<file path="src/design/aspc_pkg.sv">
// Package for the audio serial port clock and configuration block.
// Assumes a 32-bit APB master; register byte address is index times four.
package aspc_pkg;
	// Register indexes as printed; byte address = 4 * index
	localparam logic [7:0] IDX_CLK_SEL	= 8'h19;
	localparam logic [7:0] IDX_M_DIV	= 8'h1a;
	localparam logic [7:0] IDX_FMT	= 8'h1b;
	localparam logic [7:0] IDX_OFFS	= 8'h1c;
	localparam logic [7:0] IDX_CTL2	= 8'h1d;
	localparam logic [7:0] IDX_N_DIV	= 8'h1e;
	localparam logic [7:0] IDX_SEC1	= 8'h1f;
	localparam logic [7:0] IDX_SEC2	= 8'h20;
	localparam logic [7:0] IDX_RX_DATA	= 8'h30;
	localparam logic [7:0] IDX_STATUS	= 8'h31;

	// Reset values
	localparam logic [7:0] RST_DIV	= 8'h01;
	localparam logic [7:0] RST_ZERO	= 8'h00;

	// Divide ratio used for a zero field
	localparam logic [7:0] DIV_ZERO_RATIO	= 8'h80;

	// Frame formats
	localparam logic [1:0] FMT_I2S	= 2'b00;
	localparam logic [1:0] FMT_DSP	= 2'b01;
	localparam logic [1:0] FMT_RIGHT	= 2'b10;
	localparam logic [1:0] FMT_LEFT	= 2'b11;

	// Secondary pin source codes
	localparam logic [2:0] SRC_GP1	= 3'b000;
	localparam logic [2:0] SRC_DOUT	= 3'b011;
	localparam logic [1:0] DIN_GP1	= 2'b00;

	// Word lengths in bits
	localparam logic [5:0] WL_16	= 6'd16;
	localparam logic [5:0] WL_20	= 6'd20;
	localparam logic [5:0] WL_24	= 6'd24;
	localparam logic [5:0] WL_32	= 6'd32;

	typedef struct packed {
		logic		en;
		logic [6:0]	ratio;
	} aspc_div_t;

	typedef struct packed {
		logic [1:0]	fmt;
		logic [1:0]	wlen;
		logic		bclk_out;
		logic		wclk_out;
		logic		rsvd;
		logic		hiz;
	} aspc_fmt_t;

	typedef struct packed {
		logic [1:0]	rsvd;
		logic		din_loop;
		logic		adc_loop;
		logic		bclk_inv;
		logic		keep_alive;
		logic [1:0]	bdiv_sel;
	} aspc_ctl2_t;

	typedef struct packed {
		logic [2:0]	bclk_src;
		logic [2:0]	wclk_src;
		logic [1:0]	din_src;
	} aspc_sec1_t;

	typedef struct packed {
		logic [2:0]	adcw_src;
		logic		rsvd;
		logic		bclk_sec;
		logic		wclk_sec;
		logic		adcw_sep;
		logic		din_sec;
	} aspc_sec2_t;

	typedef struct packed {
		logic [2:0]	cksel;
		aspc_div_t	m;
		aspc_fmt_t	fmt;
		logic [7:0]	offs;
		aspc_ctl2_t	c2;
		aspc_div_t	n;
		aspc_sec1_t	s1;
		aspc_sec2_t	s2;
	} aspc_regs_t;

	// Word length code to bit count
	function automatic logic [5:0] aspc_wlen(input logic [1:0] code);
		case (code)
			2'b00:	 return WL_16;
			2'b01:	 return WL_20;
			2'b10:	 return WL_24;
			default: return WL_32;
		endcase
	endfunction : aspc_wlen
endpackage : aspc_pkg

</file>
<file path="src/design/aspc_top.sv">
// Audio serial port: clock dividers, pin routing, framing and APB registers.
// Assumes all clock pins are slow, synchronous levels sampled by pclk.
//
// Behaviour
// RULE1: M divider off while its enable bit is 0, on while 1.
// RULE2: Clock output divides by M 1..127; zero field means 128.
// RULE3: Format field: 00 I2S, 01 DSP, 10 right, 11 left justified; code frames 10 the same as 11, left justified.
// RULE4: Word length field: 16, 20, 24 or 32 bits.
// RULE5: Bit clock is input when direction bit is 0, driven when 1.
// RULE6: Word clock is input when direction bit is 0, driven when 1.
// RULE7: With high-impedance bit set, data output floats outside the data slot; code drives it with loopback set unless the pin is a secondary source.
// RULE8: Data slot delayed by 0..255 bit clocks from word clock edge.
// RULE9: Data input loops straight to data output when loopback bit set.
// RULE10: ADC data feeds the DAC path when ADC loopback bit set.
// RULE11: Inversion bit flips polarity of primary and secondary bit clock.
// RULE12: Keep-alive bit keeps generated clocks running while codec is down.
// RULE13: Bit divider input picks DAC or ADC processing or modulator clock.
// RULE14: N divider off while its enable bit is 0, on while 1.
// RULE15: Bit clock divides by N 1..127; zero field means 128.
// RULE16: Secondary bit clock from general pin one or data output pin.
// RULE17: Secondary word clock from general pin one or data output pin.
// RULE18: Secondary data input comes from general pin one.
// RULE19: Separate ADC word clock comes from general pin one.
// RULE20: Select bit picks primary or secondary bit clock for logic and generator.
// RULE21: Select bits pick primary or secondary word clock and data input.
// RULE22: ADC word clock is the DAC word clock unless separate source chosen.
// RULE23: Clock output divider input selected by three-bit source code.
// RULE24: Output bit clock is the selected divider input divided by N.
`timescale 1ns/1ps

// Clock divider driven by edges of a slow source level
module aspc_div (
	// Clock and reset
	input	wire logic		pclk,
	input	wire logic		presetn,
	input	wire logic		clk_en,
	// Source and setting
	input	wire logic		src,
	input	wire logic		en,
	input	wire logic [6:0]	ratio,
	// Divided clock
	output	logic			clk_o
);
	import aspc_pkg::*;

	logic		src_q;
	logic [6:0]	cnt;
	logic [6:0]	next_cnt;
	logic		out_q;
	logic		next_out;
	logic [7:0]	div;

	// RULE2 zero means 128
	assign div = (ratio == 7'h00) ? DIV_ZERO_RATIO : {1'b0, ratio};

	// Count source rising edges, high for first half
	always_comb begin
		next_cnt = cnt;
		next_out = out_q;
		if (!en) begin
			next_cnt = 7'h00;
			next_out = 1'b0;
		end else if ({1'b0, cnt} >= div) begin
			// Ratio cut below the count: restart the period
			next_cnt = 7'h00;
		end else if (src && !src_q) begin
			next_cnt = ({1'b0, cnt} + 8'h01 >= div) ? 7'h00 : cnt + 7'h01;
			next_out = ({1'b0, next_cnt} < {1'b0, div[7:1]});
		end
	end

	always_ff @(posedge pclk or negedge presetn) begin
		if (!presetn) begin
			src_q <= 1'b0;
			cnt <= 7'h00;
			out_q <= 1'b0;
		end else if (clk_en) begin
			src_q <= src;
			cnt <= next_cnt;
			out_q <= next_out;
		end
	end

	// RULE1 enable gates output
	// Ratio one passes the source itself, so no edge is lost
	assign clk_o = en & ((div == 8'h01) ? src : out_q);
endmodule : aspc_div

// Slot timer: start on word clock edge, delay, then data bits
module aspc_slot (
	// Clock and reset
	input	wire logic		pclk,
	input	wire logic		presetn,
	input	wire logic		clk_en,
	// Timing inputs
	input	wire logic		tick,
	input	wire logic		wclk,
	input	wire logic [1:0]	fmt,
	input	wire logic [7:0]	offs,
	input	wire logic [5:0]	wlen,
	// Slot state
	output	logic			in_slot,
	output	logic			last,
	output	logic [6:0]		pos
);
	import aspc_pkg::*;

	typedef enum logic [1:0] {ST_IDLE, ST_DELAY, ST_DATA} aspc_slot_st_t;

	aspc_slot_st_t	st;
	aspc_slot_st_t	next_st;
	logic [8:0]	cnt;
	logic [8:0]	next_cnt;
	logic [6:0]	next_pos;
	logic		wclk_q;
	logic		start;
	logic [8:0]	dly;
	logic [6:0]	len;

	// RULE8 DSP counts from rising edge
	assign start = (fmt == FMT_DSP) ? (wclk & ~wclk_q) : (wclk ^ wclk_q);
	// RULE3 I2S adds one bit delay
	assign dly = {1'b0, offs} + ((fmt == FMT_I2S) ? 9'h001 : 9'h000);
	// RULE4 DSP carries both words back to back
	assign len = (fmt == FMT_DSP) ? {wlen, 1'b0} : {1'b0, wlen};

	// RULE8 delay then data
	always_comb begin
		next_st = st;
		next_cnt = cnt;
		next_pos = pos;
		if (start) begin
			next_cnt = 9'h000;
			next_pos = 7'h00;
			next_st = (dly == 9'h000) ? ST_DATA : ST_DELAY;
		end else if ((st == ST_DELAY) && (cnt >= dly)) begin
			// Offset cut mid-delay: open the slot at once
			next_st = ST_DATA;
		end else if (tick) begin
			case (st)
				ST_DELAY: begin
					next_cnt = cnt + 9'h001;
					if (cnt + 9'h001 >= dly)
						next_st = ST_DATA;
				end
				ST_DATA: begin
					next_pos = pos + 7'h01;
					if (pos + 7'h01 >= len)
						next_st = ST_IDLE;
				end
				default: next_st = ST_IDLE;
			endcase
		end
	end

	always_ff @(posedge pclk or negedge presetn) begin
		if (!presetn) begin
			st <= ST_IDLE;
			cnt <= 9'h000;
			pos <= 7'h00;
			wclk_q <= 1'b0;
		end else if (clk_en) begin
			st <= next_st;
			cnt <= next_cnt;
			pos <= next_pos;
			wclk_q <= wclk;
		end
	end

	assign in_slot = (st == ST_DATA);
	assign last = in_slot && (pos == len - 7'h01);
endmodule : aspc_slot

// Top: APB registers, clock routing and serial data paths
module aspc_top
	import aspc_pkg::*;
#(
	parameter int ADDR_W = 12
) (
	// Clock, reset, enable
	input	wire logic			pclk,
	input	wire logic			presetn,
	input	wire logic			clk_en,
	// APB slave
	input	wire logic [ADDR_W-1:0]	paddr,
	input	wire logic			psel,
	input	wire logic			penable,
	input	wire logic			pwrite,
	input	wire logic [31:0]		pwdata,
	output	logic [31:0]			prdata,
	output	logic				pready,
	output	logic				pslverr,
	// Serial pins
	input	wire logic			bclk_in,
	output	logic				bclk_out,
	output	logic				bclk_oe_n,
	input	wire logic			wclk_in,
	output	logic				wclk_out,
	output	logic				wclk_oe_n,
	input	wire logic			din_pin,
	input	wire logic			dout_in,
	output	logic				dout_out,
	output	logic				dout_oe_n,
	input	wire logic			general_pin_one,
	input	wire logic			mclk_pin,
	output	logic				clock_output_pin,
	// On-chip clocks and power
	input	wire logic			pll_clk,
	input	wire logic			dac_proc_clock,
	input	wire logic			dac_modulator_clock,
	input	wire logic			adc_proc_clock,
	input	wire logic			adc_modulator_clock,
	input	wire logic			codec_pwr_dn,
	output	logic				clock_generator_bclk,
	// Audio data
	input	wire logic [31:0]		adc_data,
	output	logic [31:0]			dac_data,
	output	logic				dac_valid
);
	aspc_regs_t	regs;
	aspc_regs_t	next_regs;
	logic [31:0]	rd_word;
	logic [31:0]	next_prdata;
	logic		hit;
	logic		wr;
	logic [ADDR_W-3:0] widx;
	logic [7:0]	cdiv_src;
	logic [3:0]	bdiv_src;
	logic		gen_bclk;
	logic		run;
	logic		sec_bclk;
	logic		sec_wclk;
	logic		sec_din;
	logic		prim_bclk;
	logic		prim_wclk;
	logic		bclk_sel;
	logic		bclk_i;
	logic		wclk_i;
	logic		din_i;
	logic		adc_wclk;
	logic		bclk_q;
	logic		rise;
	logic		fall;
	logic [5:0]	wl;
	logic [6:0]	wcnt;
	logic [6:0]	next_wcnt;
	logic		gen_wclk;
	logic		next_gen_wclk;
	logic		tx_slot;
	logic		rx_slot;
	logic		rx_last;
	logic [6:0]	tx_pos;
	logic [5:0]	tx_p;
	logic [4:0]	tx_idx;
	logic		dout_as_in;
	logic [31:0]	rx_sh;
	logic [31:0]	next_rx_sh;
	logic [31:0]	next_dac_data;
	logic		next_dac_valid;
	logic		next_dout;

	// Zero-wait slave; unmapped access answers with an error
	assign widx = paddr[ADDR_W-1:2];
	assign pready = 1'b1;
	assign pslverr = psel && penable && !hit;
	assign wr = psel && penable && pwrite && hit;

	// Read mux and address decode
	always_comb begin
		rd_word = 32'h0000_0000;
		hit = (paddr[1:0] == 2'b00);
		case (widx)
			(ADDR_W-2)'(IDX_CLK_SEL): rd_word[2:0] = regs.cksel;
			(ADDR_W-2)'(IDX_M_DIV):   rd_word[7:0] = regs.m;
			(ADDR_W-2)'(IDX_FMT):     rd_word[7:0] = regs.fmt;
			(ADDR_W-2)'(IDX_OFFS):    rd_word[7:0] = regs.offs;
			(ADDR_W-2)'(IDX_CTL2):    rd_word[7:0] = regs.c2;
			(ADDR_W-2)'(IDX_N_DIV):   rd_word[7:0] = regs.n;
			(ADDR_W-2)'(IDX_SEC1):    rd_word[7:0] = regs.s1;
			(ADDR_W-2)'(IDX_SEC2):    rd_word[7:0] = regs.s2;
			(ADDR_W-2)'(IDX_RX_DATA): rd_word = dac_data;
			(ADDR_W-2)'(IDX_STATUS):
				rd_word[4:0] = {run, tx_slot, rx_slot, gen_wclk, gen_bclk};
			default: hit = 1'b0;
		endcase
	end

	// Register writes take effect at the access edge
	always_comb begin
		next_regs = regs;
		next_prdata = (psel && !penable) ? (hit ? rd_word : 32'h0000_0000) : prdata;
		if (wr) begin
			case (widx)
				(ADDR_W-2)'(IDX_CLK_SEL): next_regs.cksel = pwdata[2:0];
				(ADDR_W-2)'(IDX_M_DIV):   next_regs.m = pwdata[7:0];
				(ADDR_W-2)'(IDX_FMT):     next_regs.fmt = pwdata[7:0];
				(ADDR_W-2)'(IDX_OFFS):    next_regs.offs = pwdata[7:0];
				(ADDR_W-2)'(IDX_CTL2):    next_regs.c2 = pwdata[7:0];
				(ADDR_W-2)'(IDX_N_DIV):   next_regs.n = pwdata[7:0];
				(ADDR_W-2)'(IDX_SEC1):    next_regs.s1 = pwdata[7:0];
				(ADDR_W-2)'(IDX_SEC2):    next_regs.s2 = pwdata[7:0];
				default: next_regs = regs;
			endcase
		end
	end

	always_ff @(posedge pclk or negedge presetn) begin
		if (!presetn) begin
			regs <= '{cksel: 3'b000, m: RST_DIV, fmt: RST_ZERO, offs: RST_ZERO,
				c2: RST_ZERO, n: RST_DIV, s1: RST_ZERO, s2: RST_ZERO};
			prdata <= 32'h0000_0000;
		end else if (clk_en) begin
			regs <= next_regs;
			prdata <= next_prdata;
		end
	end

	// RULE23 output divider source
	assign cdiv_src = {adc_modulator_clock, adc_proc_clock, dac_modulator_clock,
		dac_proc_clock, pll_clk, din_pin, bclk_in, mclk_pin};

	// RULE1 M divider
	aspc_div u_mdiv (
		.pclk		(pclk),
		.presetn	(presetn),
		.clk_en		(clk_en),
		.src		(cdiv_src[regs.cksel]),
		.en		(regs.m.en),
		.ratio		(regs.m.ratio),
		.clk_o		(clock_output_pin)
	);

	// RULE13 bit divider source
	assign bdiv_src = {adc_modulator_clock, adc_proc_clock, dac_modulator_clock,
		dac_proc_clock};

	// RULE14 RULE15 RULE24 N divider makes bit clock
	aspc_div u_ndiv (
		.pclk		(pclk),
		.presetn	(presetn),
		.clk_en		(clk_en),
		.src		(bdiv_src[regs.c2.bdiv_sel]),
		.en		(regs.n.en),
		.ratio		(regs.n.ratio),
		.clk_o		(gen_bclk)
	);

	// RULE12 keep-alive over power-down
	assign run = !codec_pwr_dn || regs.c2.keep_alive;

	// RULE5 bit clock direction
	assign bclk_oe_n = !regs.fmt.bclk_out;
	assign bclk_out = regs.fmt.bclk_out && gen_bclk && run;
	assign prim_bclk = regs.fmt.bclk_out ? (gen_bclk && run) : bclk_in;

	// RULE6 word clock direction
	assign wclk_oe_n = !regs.fmt.wclk_out;
	assign wclk_out = regs.fmt.wclk_out && gen_wclk && run;
	assign prim_wclk = regs.fmt.wclk_out ? (gen_wclk && run) : wclk_in;

	// RULE16 secondary bit clock pin
	assign sec_bclk = (regs.s1.bclk_src == SRC_GP1) ? general_pin_one :
		(regs.s1.bclk_src == SRC_DOUT) ? dout_in : 1'b0;
	// RULE17 secondary word clock pin
	assign sec_wclk = (regs.s1.wclk_src == SRC_GP1) ? general_pin_one :
		(regs.s1.wclk_src == SRC_DOUT) ? dout_in : 1'b0;
	// RULE18 secondary data pin
	assign sec_din = (regs.s1.din_src == DIN_GP1) && general_pin_one;

	// RULE20 bit clock for logic and generator
	assign bclk_sel = regs.s2.bclk_sec ? sec_bclk : prim_bclk;
	assign clock_generator_bclk = bclk_sel;
	// RULE11 inversion covers both pins
	assign bclk_i = bclk_sel ^ regs.c2.bclk_inv;
	// RULE21 word clock and data select
	assign wclk_i = regs.s2.wclk_sec ? sec_wclk : prim_wclk;
	assign din_i = regs.s2.din_sec ? sec_din : din_pin;
	// RULE22 RULE19 ADC word clock
	assign adc_wclk = !regs.s2.adcw_sep ? wclk_i :
		((regs.s2.adcw_src == SRC_GP1) && general_pin_one);

	// Bit clock edges; data shifts out on fall, samples on rise
	assign rise = bclk_i && !bclk_q;
	assign fall = !bclk_i && bclk_q;
	// RULE4 word length
	assign wl = aspc_wlen(regs.fmt.wlen);

	// Word clock generator counts bit clocks over a two-word frame
	always_comb begin
		next_wcnt = wcnt;
		next_gen_wclk = gen_wclk;
		if (!regs.fmt.wclk_out) begin
			next_wcnt = 7'h00;
			next_gen_wclk = 1'b0;
		end else if (fall) begin
			next_wcnt = (wcnt + 7'h01 == {wl, 1'b0}) ? 7'h00 : wcnt + 7'h01;
			// RULE3 frame shape per format
			case (regs.fmt.fmt)
				FMT_DSP: next_gen_wclk = (next_wcnt == 7'h00);
				FMT_I2S: next_gen_wclk = (next_wcnt >= {1'b0, wl});
				default: next_gen_wclk = (next_wcnt < {1'b0, wl});
			endcase
		end
	end

	// Transmit slot follows the ADC word clock
	aspc_slot u_tx (
		.pclk		(pclk),
		.presetn	(presetn),
		.clk_en		(clk_en),
		.tick		(fall),
		.wclk		(adc_wclk),
		.fmt		(regs.fmt.fmt),
		.offs		(regs.offs),
		.wlen		(wl),
		.in_slot	(tx_slot),
		.last		(),
		.pos		(tx_pos)
	);

	// Receive slot follows the DAC word clock
	aspc_slot u_rx (
		.pclk		(pclk),
		.presetn	(presetn),
		.clk_en		(clk_en),
		.tick		(fall),
		.wclk		(wclk_i),
		.fmt		(regs.fmt.fmt),
		.offs		(regs.offs),
		.wlen		(wl),
		.in_slot	(rx_slot),
		.last		(rx_last),
		.pos		()
	);

	// Mono ADC word repeats in the second DSP word
	assign tx_p = (tx_pos >= {1'b0, wl}) ? 6'(tx_pos - {1'b0, wl}) : tx_pos[5:0];
	assign tx_idx = 5'(6'd31 - tx_p);

	// Data output pin turns round when used as a secondary source
	assign dout_as_in = (regs.s1.bclk_src == SRC_DOUT && regs.s2.bclk_sec) ||
		(regs.s1.wclk_src == SRC_DOUT && regs.s2.wclk_sec);

	// RULE7 float outside the slot
	assign dout_oe_n = dout_as_in ||
		(regs.fmt.hiz && !tx_slot && !regs.c2.din_loop);

	// Serial data next values
	always_comb begin
		next_rx_sh = rx_sh;
		next_dac_data = dac_data;
		next_dac_valid = 1'b0;
		// RULE9 data input loop
		next_dout = regs.c2.din_loop ? din_i : (tx_slot && adc_data[tx_idx]);
		if (rise && rx_slot) begin
			next_rx_sh = {rx_sh[30:0], din_i};
			if (rx_last) begin
				next_dac_valid = 1'b1;
				// RULE10 ADC feeds DAC path
				next_dac_data = regs.c2.adc_loop ? adc_data : {rx_sh[30:0], din_i};
			end
		end
	end

	always_ff @(posedge pclk or negedge presetn) begin
		if (!presetn) begin
			bclk_q <= 1'b0;
			wcnt <= 7'h00;
			gen_wclk <= 1'b0;
			rx_sh <= 32'h0000_0000;
			dac_data <= 32'h0000_0000;
			dac_valid <= 1'b0;
			dout_out <= 1'b0;
		end else if (clk_en) begin
			bclk_q <= bclk_i;
			wcnt <= next_wcnt;
			gen_wclk <= next_gen_wclk;
			rx_sh <= next_rx_sh;
			dac_data <= next_dac_data;
			dac_valid <= next_dac_valid;
			dout_out <= next_dout;
		end
	end
endmodule : aspc_top

</file>
<file path="config.mk">
export PLATFORM = sky130hd
export DESIGN_NAME = aspc_top
export DESIGN_NICKNAME = d
export VERILOG_FILES = /design/src/design/aspc_pkg.sv /design/src/design/aspc_top.sv
export SDC_FILE = /design/constraint.sdc
export NUM_CORES = 1
export LEC_CHECK = 0
export ABC_CLOCK_PERIOD_IN_PS = 5500
export BUFFER_PORTS_ARGS = -buffer_cell sky130_fd_sc_hd__buf_2
export CAP_MARGIN = 20
export CORE_MARGIN = 4
export CORE_UTILIZATION = 60
export CTS_BUF_LIST = sky130_fd_sc_hd__clkbuf_8
export CTS_CLUSTER_SIZE = 40
export DETAILED_ROUTE_END_ITERATION = 8
export PLACE_DENSITY = 0.82
export SLEW_MARGIN = 20
export SYNTH_ARGS = -nofsm -noshare
export SYNTH_HDL_FRONTEND = slang
export SYNTH_SLANG_ARGS = --single-unit
</file>
<file path="constraint.sdc">
create_clock -name pclk -period 5.5 [get_ports pclk]
set_clock_uncertainty 0.1 [all_clocks]
set_input_delay 1.65 -clock pclk [delete_from_list [all_inputs] [get_ports pclk]]
set_output_delay 1.65 -clock pclk [all_outputs]
set_load 0.05 [all_outputs]
</file>
# Word level (Yosys, flattened, before mapping)

Cells that the tools add are included.

Bits in registers: 221
Input port bits: 94
Output and inout bits: 75
Word-level logic and storage cells: 292

Add/subtract/negate cells: 13
Magnitude comparators: 18
Equality and inequality tests: 36
Mux-type cells: 85
Bitwise gates (word level): 9
Reductions and logical operators: 82

Operator list:

| operator                                                          | number |
|---|---|
| 7-bit two-way mux                                                 | 20 |
| 9-bit two-way mux                                                 | 8 |
| 10-bit by 5-bit == test with 1-bit output (second input constant) | 7 |
| 32-bit two-way mux                                                | 2 |
| 9-bit >= comparator                                               | 4 |
| 7-bit by 1-bit adder with 7-bit output (second input constant)    | 5 |
| 3-bit AND reduction                                               | 11 |
| 10-bit by 6-bit == test with 1-bit output (second input constant) | 3 |
| 1-bit two-way mux                                                 | 30 |
| 3-bit case mux with 10 select lines                               | 1 |
| 1-bit logical AND                                                 | 26 |
| 24-bit two-way mux                                                | 1 |
| 3-bit case mux with 8 select lines                                | 1 |
| 4-bit AND reduction                                               | 6 |
| 2-bit two-way mux                                                 | 11 |
| 7-bit zero test                                                   | 3 |
| 9-bit by 1-bit adder with 9-bit output (second input constant)    | 2 |
| 2-bit case mux with 9 select lines                                | 1 |
| 6-bit case mux with 3 select lines                                | 1 |
| 7-bit by 1-bit adder with 8-bit output (second input constant)    | 2 |
| 8-bit by 1-bit == test with 1-bit output (second input constant)  | 2 |
| 7-bit by 8-bit >= comparator with 1-bit output                    | 2 |
| 8-bit >= comparator                                               | 2 |
| 8-bit two-way mux                                                 | 2 |
| 38 further kinds                                                  | 90 |

# Depth between registers and ports, before layout

Gate-level depths: netlist of the first run.

Depth in word-level cells: 14
Mapped depth: 17
Mapped depth without buffers: 17

# Cells and area by module

From an unflattened synthesis of the first run, not the netlist that was laid out.

Cell total of the unflattened synthesis: 1,515
Area, all modules: 15,105.7 um2

By module, submodules not included:

| module            | times used | cells each | area an instance (um2) | seq. area each (um2) |
|---|---|---|---|---|
| aspc_top          | 1          | 722        | 8,554.5                | 4,131.5 |
| aspc_slot at u_rx | 1          | 271        | 2,245.9                | 475.5 |
| aspc_div          | 2          | 133        | 1,114.8                | 225.2 |
| aspc_slot at u_tx | 1          | 256        | 2,075.7                | 475.5 |

# Least setup slack after synthesis of the first run

Ideal clock, no wire load.

Path kind: in2out
Start: in paddr[9]
End: out pslverr
Arrival: 3.280 ns
Required time: 3.750 ns
Setup slack: 0.470 ns
Stages: 6
Path through: or4_1 -> clkbuf_1 -> nor2_1 -> and4_1 -> a21oi_1 -> o311a_1

Cells in the longest elaborated chain, start to end: 5

RTL lines:

| item                                                                                                   | line            | text |
|---|---|---|
| start: declaration                                                                                     | aspc_top.sv:185 | `input wire logic [ADDR_W-1:0] paddr,` |
| 10-bit by 5-bit == test with 1-bit output or 10-bit by 6-bit == test with 1-bit output (tied branches) | aspc_top.sv:272 | `case (widx)` |
| 10-bit OR reduction (no source line) *                                                                 | --              |  |
| 1-bit two-way mux *                                                                                    | aspc_top.sv:272 |  |
| 1-bit zero test *                                                                                      | aspc_top.sv:265 | `assign pslverr = psel && penable && !hit;` |
| 1-bit logical AND *                                                                                    | aspc_top.sv:265 |  |
| end: declaration                                                                                       | aspc_top.sv:192 | `output logic pslverr,` |

Mark *: on every way between the ends. The rest lies on a longest branch, timed or not.

# Worst setup path in the final report of the first run

Same ends and word-level chain as after synthesis.

==> results.json, run 1 <==
{
  "synth_flop_cell": "dfrtp_1",
  "critical_path_buf_inv_count": 2,
  "reg2reg_slack_ns": 0.88,
  "total_power_mw": 3.90,
  "grt_pass1_vias": 11400,
  "relSlewSlack_pct": 37.1,
  "cts_resized": 0,
  "ys_ff_latch": 221,
  "dpl.hpwl_um": 27400,
  "synth-simple-area-share_pct": 11.8,
  "ir_worst_vdd_mv": 0.229,
  "leakage_nw": 8.03,
  "crit_slowest_cell": "or4_1",
  "critPathTopFamily": "simple AND/OR/NAND/NOR gates",
  "area_delta_synth_final_pct": 13.0,
  "rows": 56,
  "status": "complete, no violations",
  "tightestPinTransition_ns": 0.943,
  "seq_area_frac_synth_pct": 39.0,
  "p_int_mw": 2.85,
  "post_cts_buffers": 0,
  "synth_edf_count": 0,
  "synth-xor-area-share_pct": 3.09,
  "critPathMaxFanout": 4,
  "yosysMostFrequentCell": "dfrtp_1",
  "drt_iter0_markers": 1011,
  "whs_ns": 0.381,
  "hold_viol": 0,
  "cp-start-kind": "input pin",
  "syn_area_per_cell_um2": 10.7,
  "maxCapViolations": 0,
  "core-area_um2": 23400,
  "reg2regPathDepth": 14,
  "insertion_delay_ns": 0.56,
  "fill_cells": 1747,
  "dieArea_um2": 26200,
  "root_buffer": "clkbuf_8",
  "io_buffers": 143,
  "gp_congestion": 0.919,
  "crit_end": "pslverr",
  "worst_setup_path_end_kind": "primary output",
  "ys_top_cells_by_count": "dfrtp_1 (219), mux2_2 (172), ha_1 (111), nand2_1 (78), inv_1 (74)",
  "crit_top_cell": "buf_2",
  "synth_top_family_by_area": "multiplexers",
  "final.setup.tns_ns": 0,
  "antenna_found_initial": 2,
  "synth_nets": 1535,
  "powerDensity_nw_per_um2": 244,
  "vias": 11400,
  "combinationalPowerShare_pct": 12.5,
  "clkPwrFrac_pct": 43.0,
  "htree_levels": 2,
  "synth_top_cell_by_area": "dfrtp_1",
  "yosys.area_share.adder_pct": 9.93,
  "finalSetupViolations": 0,
  "p_sw_share_pct": 27.0,
  "arrival_ns": 3.42,
  "startpoint": "paddr[9]",
  "hp-class": "flip-flop to flip-flop",
  "dieHeight_um": 162,
  "clk_pin_slew_ns": 0.05,
  "routed_wl_um": 37500,
  "grt_pass1_wl_um": 60700,
  "period_minus_slack_ns": 5.17,
  "maxSlewViolCount": 0,
  "r2r-end": "u_rx.cnt[5]",
  "syn_area_um2": 14200,
  "holdBufCountCts": 0,
  "pwr-share-seq_pct": 44.5,
  "cts-buffers-inserted": 38,
  "yosysWarnings": 0,
  "synthArstFlopShare_pct": 100,
  "synthCells": 1329,
  "grt_usage_pct": 28.6,
  "finalInstanceArea_um2": 16000,
  "synth.mux.area_fraction_pct": 18.6,
  "nets": 1679,
  "cts_tree": "yes",
  "synth_compound_area_share_pct": 14.0,
  "cp.depth": 7,
  "die_width_um": 162,
  "grt_overflow": 0,
  "dpl_cell_area_um2": 15200,
  "finalCritPeriodShare_pct": 93.9,
  "firstDrtPassIters": 5,
  "netlist_top_cells_area": "dfrtp_1 (39%), mux2_2 (14%), ha_1 (9.8%)",
  "start_util_pct": 60.6,
  "synth_cell_types": 83,
  "grt_max_degree": 95,
  "viasPerCell": 6.29,
  "routedWlPerCell_um": 20.6,
  "critPathRequiredTime_ns": 3.75,
  "power_switching_mw": 1.05,
  "cp_slowest_stage_delay_ns": 0.55,
  "drive_above_1_share_pct": 28.0,
  "r2r-start": "regs[47]",
  "detail-route-antenna-nets": 0,
  "path_class": "input pin to primary output",
  "io_pins": 169,
  "max_freq_mhz": 194,
  "path_cells": "buf_2 -> or4_1 -> nor2_1 -> and4_1 -> a21oi_1 -> o311a_1 -> buf_2",
  "rsz0062_at_grt": "no",
  "drc_errors": 0,
  "clk_path_buf_depth": 3,
  "yosysTopAreaCellShare_pct": 38.6,
  "clock-sinks": 221
}
==> how the worst min path moves through the flow <==
stage               from        end  slack, ns  cells after the start
2_1_floorplan  rx_sh[30]  rx_sh[30]       0.38                      1
3_3_place_gp   prdata[5]  prdata[5]       0.36                      1
3_5_place_dp   prdata[2]  prdata[2]       0.36                      1
4_1_cts        prdata[5]  prdata[5]       0.38                      1
5_1_grt        prdata[5]  prdata[5]       0.40                      1
6_report       prdata[5]  prdata[5]       0.38                      1
==> flip-flops by register name, indices dropped and copies added (netlist names) <==
name and flops:
u_ndiv.src_q 1, prdata 32, u_mdiv.src_q 1, u_ndiv.cnt 7, u_tx.cnt 9, bclk_q 1, wcnt 7, u_rx.pos 7
u_mdiv.out_q 1, gen_wclk 1, u_ndiv.out_q 1, u_rx.wclk_q 1, u_rx.cnt 9, u_tx.wclk_q 1, u_rx.st 2, dac_valid 1
u_tx.st 2, dout_out 1, regs 59, u_tx.pos 7, u_mdiv.cnt 7, dac_data 32, rx_sh 31
==> cell families after synthesis <==
logic type,Yosys count
mux,224
fa+ha+maj,112
flops,221
compound gates,274
simple gates,321
xor+xnor,50
other cells,1
buf+inv,126
==> power groups by stage <==
| stage | Combinational [mW] | Sequential, mW | Clock [mW] |
|---|---|---|---|
| global placement | 0.465 | 1.76 | 0 |
| CTS | 0.487 | 1.74 | 1.70 |
| floorplan | 0.323 | 1.74 | 0 |
| detailed placement | 0.480 | 1.76 | 0 |
| finish | 0.487 | 1.74 | 1.68 |
| global route | 0.540 | 1.75 | 1.77 |
==> worst reg2reg max path: cells and delay by family (launching register included) <==
kind / cells / cell delay, ns
DFF: 1 / 0.44
and+or+nand+nor: 4 / 0.80
adders and majority gates: 3 / 0.80
AOI/OAI and AO/OA: 5 / 1.66
muxes: 1 / 0.36
xor gates and xnor gates: 1 / 0.34
==> metrics by stage <==
stage          std cells  worst slack [ns]  util (%)
2_1_floorplan       1329             0.470         -
3_3_place_gp        1752             0.351      64.9
3_5_place_dp        1752             0.370      64.9
4_1_cts             1817             0.360      68.5
5_1_grt             1819             0.203      68.5
6_report            1819             0.333      68.5
==> final cells by class <==
class                      instances  area, um^2  area share (%)
antenna                            2        5.00          0.0312
clock inverter                    20         221            1.38
multi-input combinational        982        8140            50.8
timing repair buffer             156         836            5.21
sequential                       221        5530            34.5
tap                              319         399            2.49
inverter                          74         278            1.73
clock buffer                      45         619            3.86
==> cells in the final DEF (no fill, tap or decap), types with 30 or more instances in the layout <==
cell      instances
o21ai_0          49
nand3_1          39
a22o_1           32
clkbuf_8         45
xnor2_1          30
dfrtp_1         219
nand2_1          78
mux2_2          172
buf_2           142
ha_1            111
inv_1            84
a21oi_1          38
mux2i_1          35
nor2_1           64
==> metal layers <==
metal	up-vias	wire (um)	GRT usage [%]	share of wire (%)
met5	-	0	0	0
met4	0	1200	9.77	3.2
met3	89	2910	6.01	7.7
met2	459	17300	44.9	46
met1	5647	16100	39.9	43
li1	5242	-	-	-
(Power assumes the default switching activity.)
==> inputs of run 2 (changes only) <==
==> constraint.sdc (replaced) <==
create_clock -name pclk -period 5.5 [get_ports pclk]
set_clock_uncertainty 0.1 [all_clocks]
set_input_delay 0.275 -clock pclk [delete_from_list [all_inputs] [get_ports pclk]]
set_output_delay 0.275 -clock pclk [all_outputs]
set_load 0.05 [all_outputs]
==> run 2 against run 1 <==
  * Die area stayed put
  * Maximum frequency is 11% higher
  * Sequential share of layout area is 0.71 points lower
  * Via count is 2.0% higher
  * Worst setup slack better by 0.51 ns
  * Combinational power is 10% higher
  * Routed wire length is 5.0% higher
  * Critical path type is now flip-flop to flip-flop
==> results.json, run 2 (synthesis gave the netlist of run 1 again) <==
{
  "htree_levels": 2,
  "most-common-layout-cells": "dfrtp_1 (219), mux2_2 (172), buf_2 (142)",
  "r2r-start": "regs[46]",
  "max_freq_mhz": 215,
  "start_util_pct": 60.6,
  "root_buffer": "clkbuf_8",
  "powerDensity_nw_per_um2": 243,
  "dpl.hpwl_um": 27200,
  "routed_wl_um": 39400,
  "regMostFlops": "regs",
  "vias": 11700,
  "insertion_delay_ns": 0.59,
  "setup_ws_ns": 0.846,
  "status": "complete, no violations",
  "maxSlewViolCount": 0,
  "utilization_pct": 69.9,
  "cts_resized": 0,
  "reg2regPathDepth": 14,
  "leakage_nw": 8.18,
  "area_delta_synth_final_pct": 15.3,
  "dieHeight_um": 162,
  "period_minus_slack_ns": 4.65,
  "clock-sinks": 221,
  "drive_above_1_share_pct": 27.5,
  "critPathMaxFanout": 6,
  "cp-start-kind": "flip-flop",
  "ir_worst_vdd_mv": 0.237,
  "grt_pass1_wl_um": 63600,
  "rows": 56,
  "drc_errors": 0,
  "path_class": "flip-flop to flip-flop",
  "hp-start": "adc_data[5]",
  "viasPerCell": 6.30,
  "maxCapViolations": 0,
  "drt_iter0_markers": 1006,
  "grt_usage_pct": 30.0,
  "hp-class": "input pin to flip-flop",
  "nets": 1709,
  "critPathRequiredTime_ns": 5.82,
  "clk_pin_slew_ns": 0.06,
  "arrival_ns": 4.98,
  "final.setup.tns_ns": 0,
  "tightestPinTransition_ns": 1.00,
  "clk_path_buf_depth": 3,
  "rsz0062_at_grt": "no",
  "relSlewSlack_pct": 33.2,
  "reg2reg_slack_ns": 0.85,
  "grt_max_degree": 158,
  "final_common_cell": "dfrtp_1",
  "core-area_um2": 23400,
  "post_cts_buffers": 0,
  "io_pins": 169,
  "detail-route-antenna-nets": 0,
  "hold_viol": 0,
  "finalSetupViolations": 0,
  "min_to": "dac_data[5]",
  "cts-buffers-inserted": 40,
  "reg.largest.list": "regs (59), dac_data (32), prdata (32)",
  "finalCritPeriodShare_pct": 84.6,
  "cts_tree": "yes",
  "firstDrtPassIters": 5,
  "io_buffers": 143,
  "antenna_found_initial": 1,
  "grt_overflow": 0,
  "routedWlPerCell_um": 21.3,
  "gp_congestion": 0.936,
  "place_ws_ns": 0.956,
  "r2r-end": "u_rx.cnt[5]",
  "dieArea_um2": 26200,
  "die_width_um": 162,
  "min_path_cells": 3,
  "worst_setup_path_end_kind": "flip-flop",
  "grt_pass1_vias": 11900,
  "holdBufCountCts": 33,
  "largest_reg_flops": 59
}
run 2: cell count changes in the layout (fill, tap and decap cells not counted):
cell           change
dlygate4sd3_1     +33
clkbuf_8           +8
buf_4              -5
bufinv_16          -3
inv_12             +2
clkinvlp_4         -1
diode_2            -1
o21ai_0            -1
o21ai_1            +1
run 2: critical path, cell delays in order, from the launching register on:
cell and delay (ns):
dfrtp_1 0.42, nor2_1 0.14, ha_1 0.23, ha_1 0.25
nand2_1 0.11, or3_1 0.41, xor2_1 0.35, ha_1 0.35
and4_1 0.18, a2111oi_2 0.32, o31ai_1 0.17, a2111oi_0 0.59
mux2i_1 0.34, o211a_1 0.29, a211o_1 0.26
run 2: how the worst max path moves through the flow:
stage                     startpoint  slack [ns]  cells past startpoint          end
final                       regs[46]        0.85                     14  u_rx.cnt[5]
after global routing        regs[46]        0.56                     14  u_rx.cnt[5]
after CTS                   regs[46]        0.93                     14  u_rx.cnt[5]
after detailed placement    regs[46]        0.96                     14  u_rx.cnt[5]
after global placement      regs[46]        1.21                     14  u_rx.cnt[5]
after floorplan             regs[46]        1.54                     14  u_rx.cnt[5]
run 2: power breakdown:
part / total (mW) / switching, mW / leakage [nW] / internal, mW
clock: 1.72 / 0.753 / 0.495 / 0.969
sequential: 1.71 / 0.0442 / 3.06 / 1.67
combinational: 0.536 / 0.317 / 4.63 / 0.219
run 2: per-stage QoR:
| step | power (mW) | instance area (um^2) | hold WS [ns] | std cells |
|---|---|---|---|---|
| CTS | 3.97 | 16400 | 0.00348 | 1851 |
| global placement | 2.23 | 15100 | 0.169 | 1747 |
| floorplan | 2.06 | 14200 | -0.121 | 1329 |
| global route | 4.12 | 16400 | 0.0182 | 1852 |
| finish | 3.97 | 16400 | 0.0189 | 1852 |
| detailed placement | 2.25 | 15100 | 0.175 | 1747 |
run 2: cell type report:
type                    count  area, um^2
fillers                  1688        7040
repair buffers            184        1130
well taps                 319         399
multi-input cells         982        8140
diodes                      1        2.50
inverters                  74         278
flip-flops and latches    221        5530
clock buffers              53         729
clock inverters            18         156
run 2: metal layers:
metal	GRT usage, %	routed length [um]	up-vias
li1	-	-	5307
met4	11.1	1350	0
met2	49.3	18800	504
met5	0	0	-
met3	5.33	2740	100
met1	40.1	16500	5757
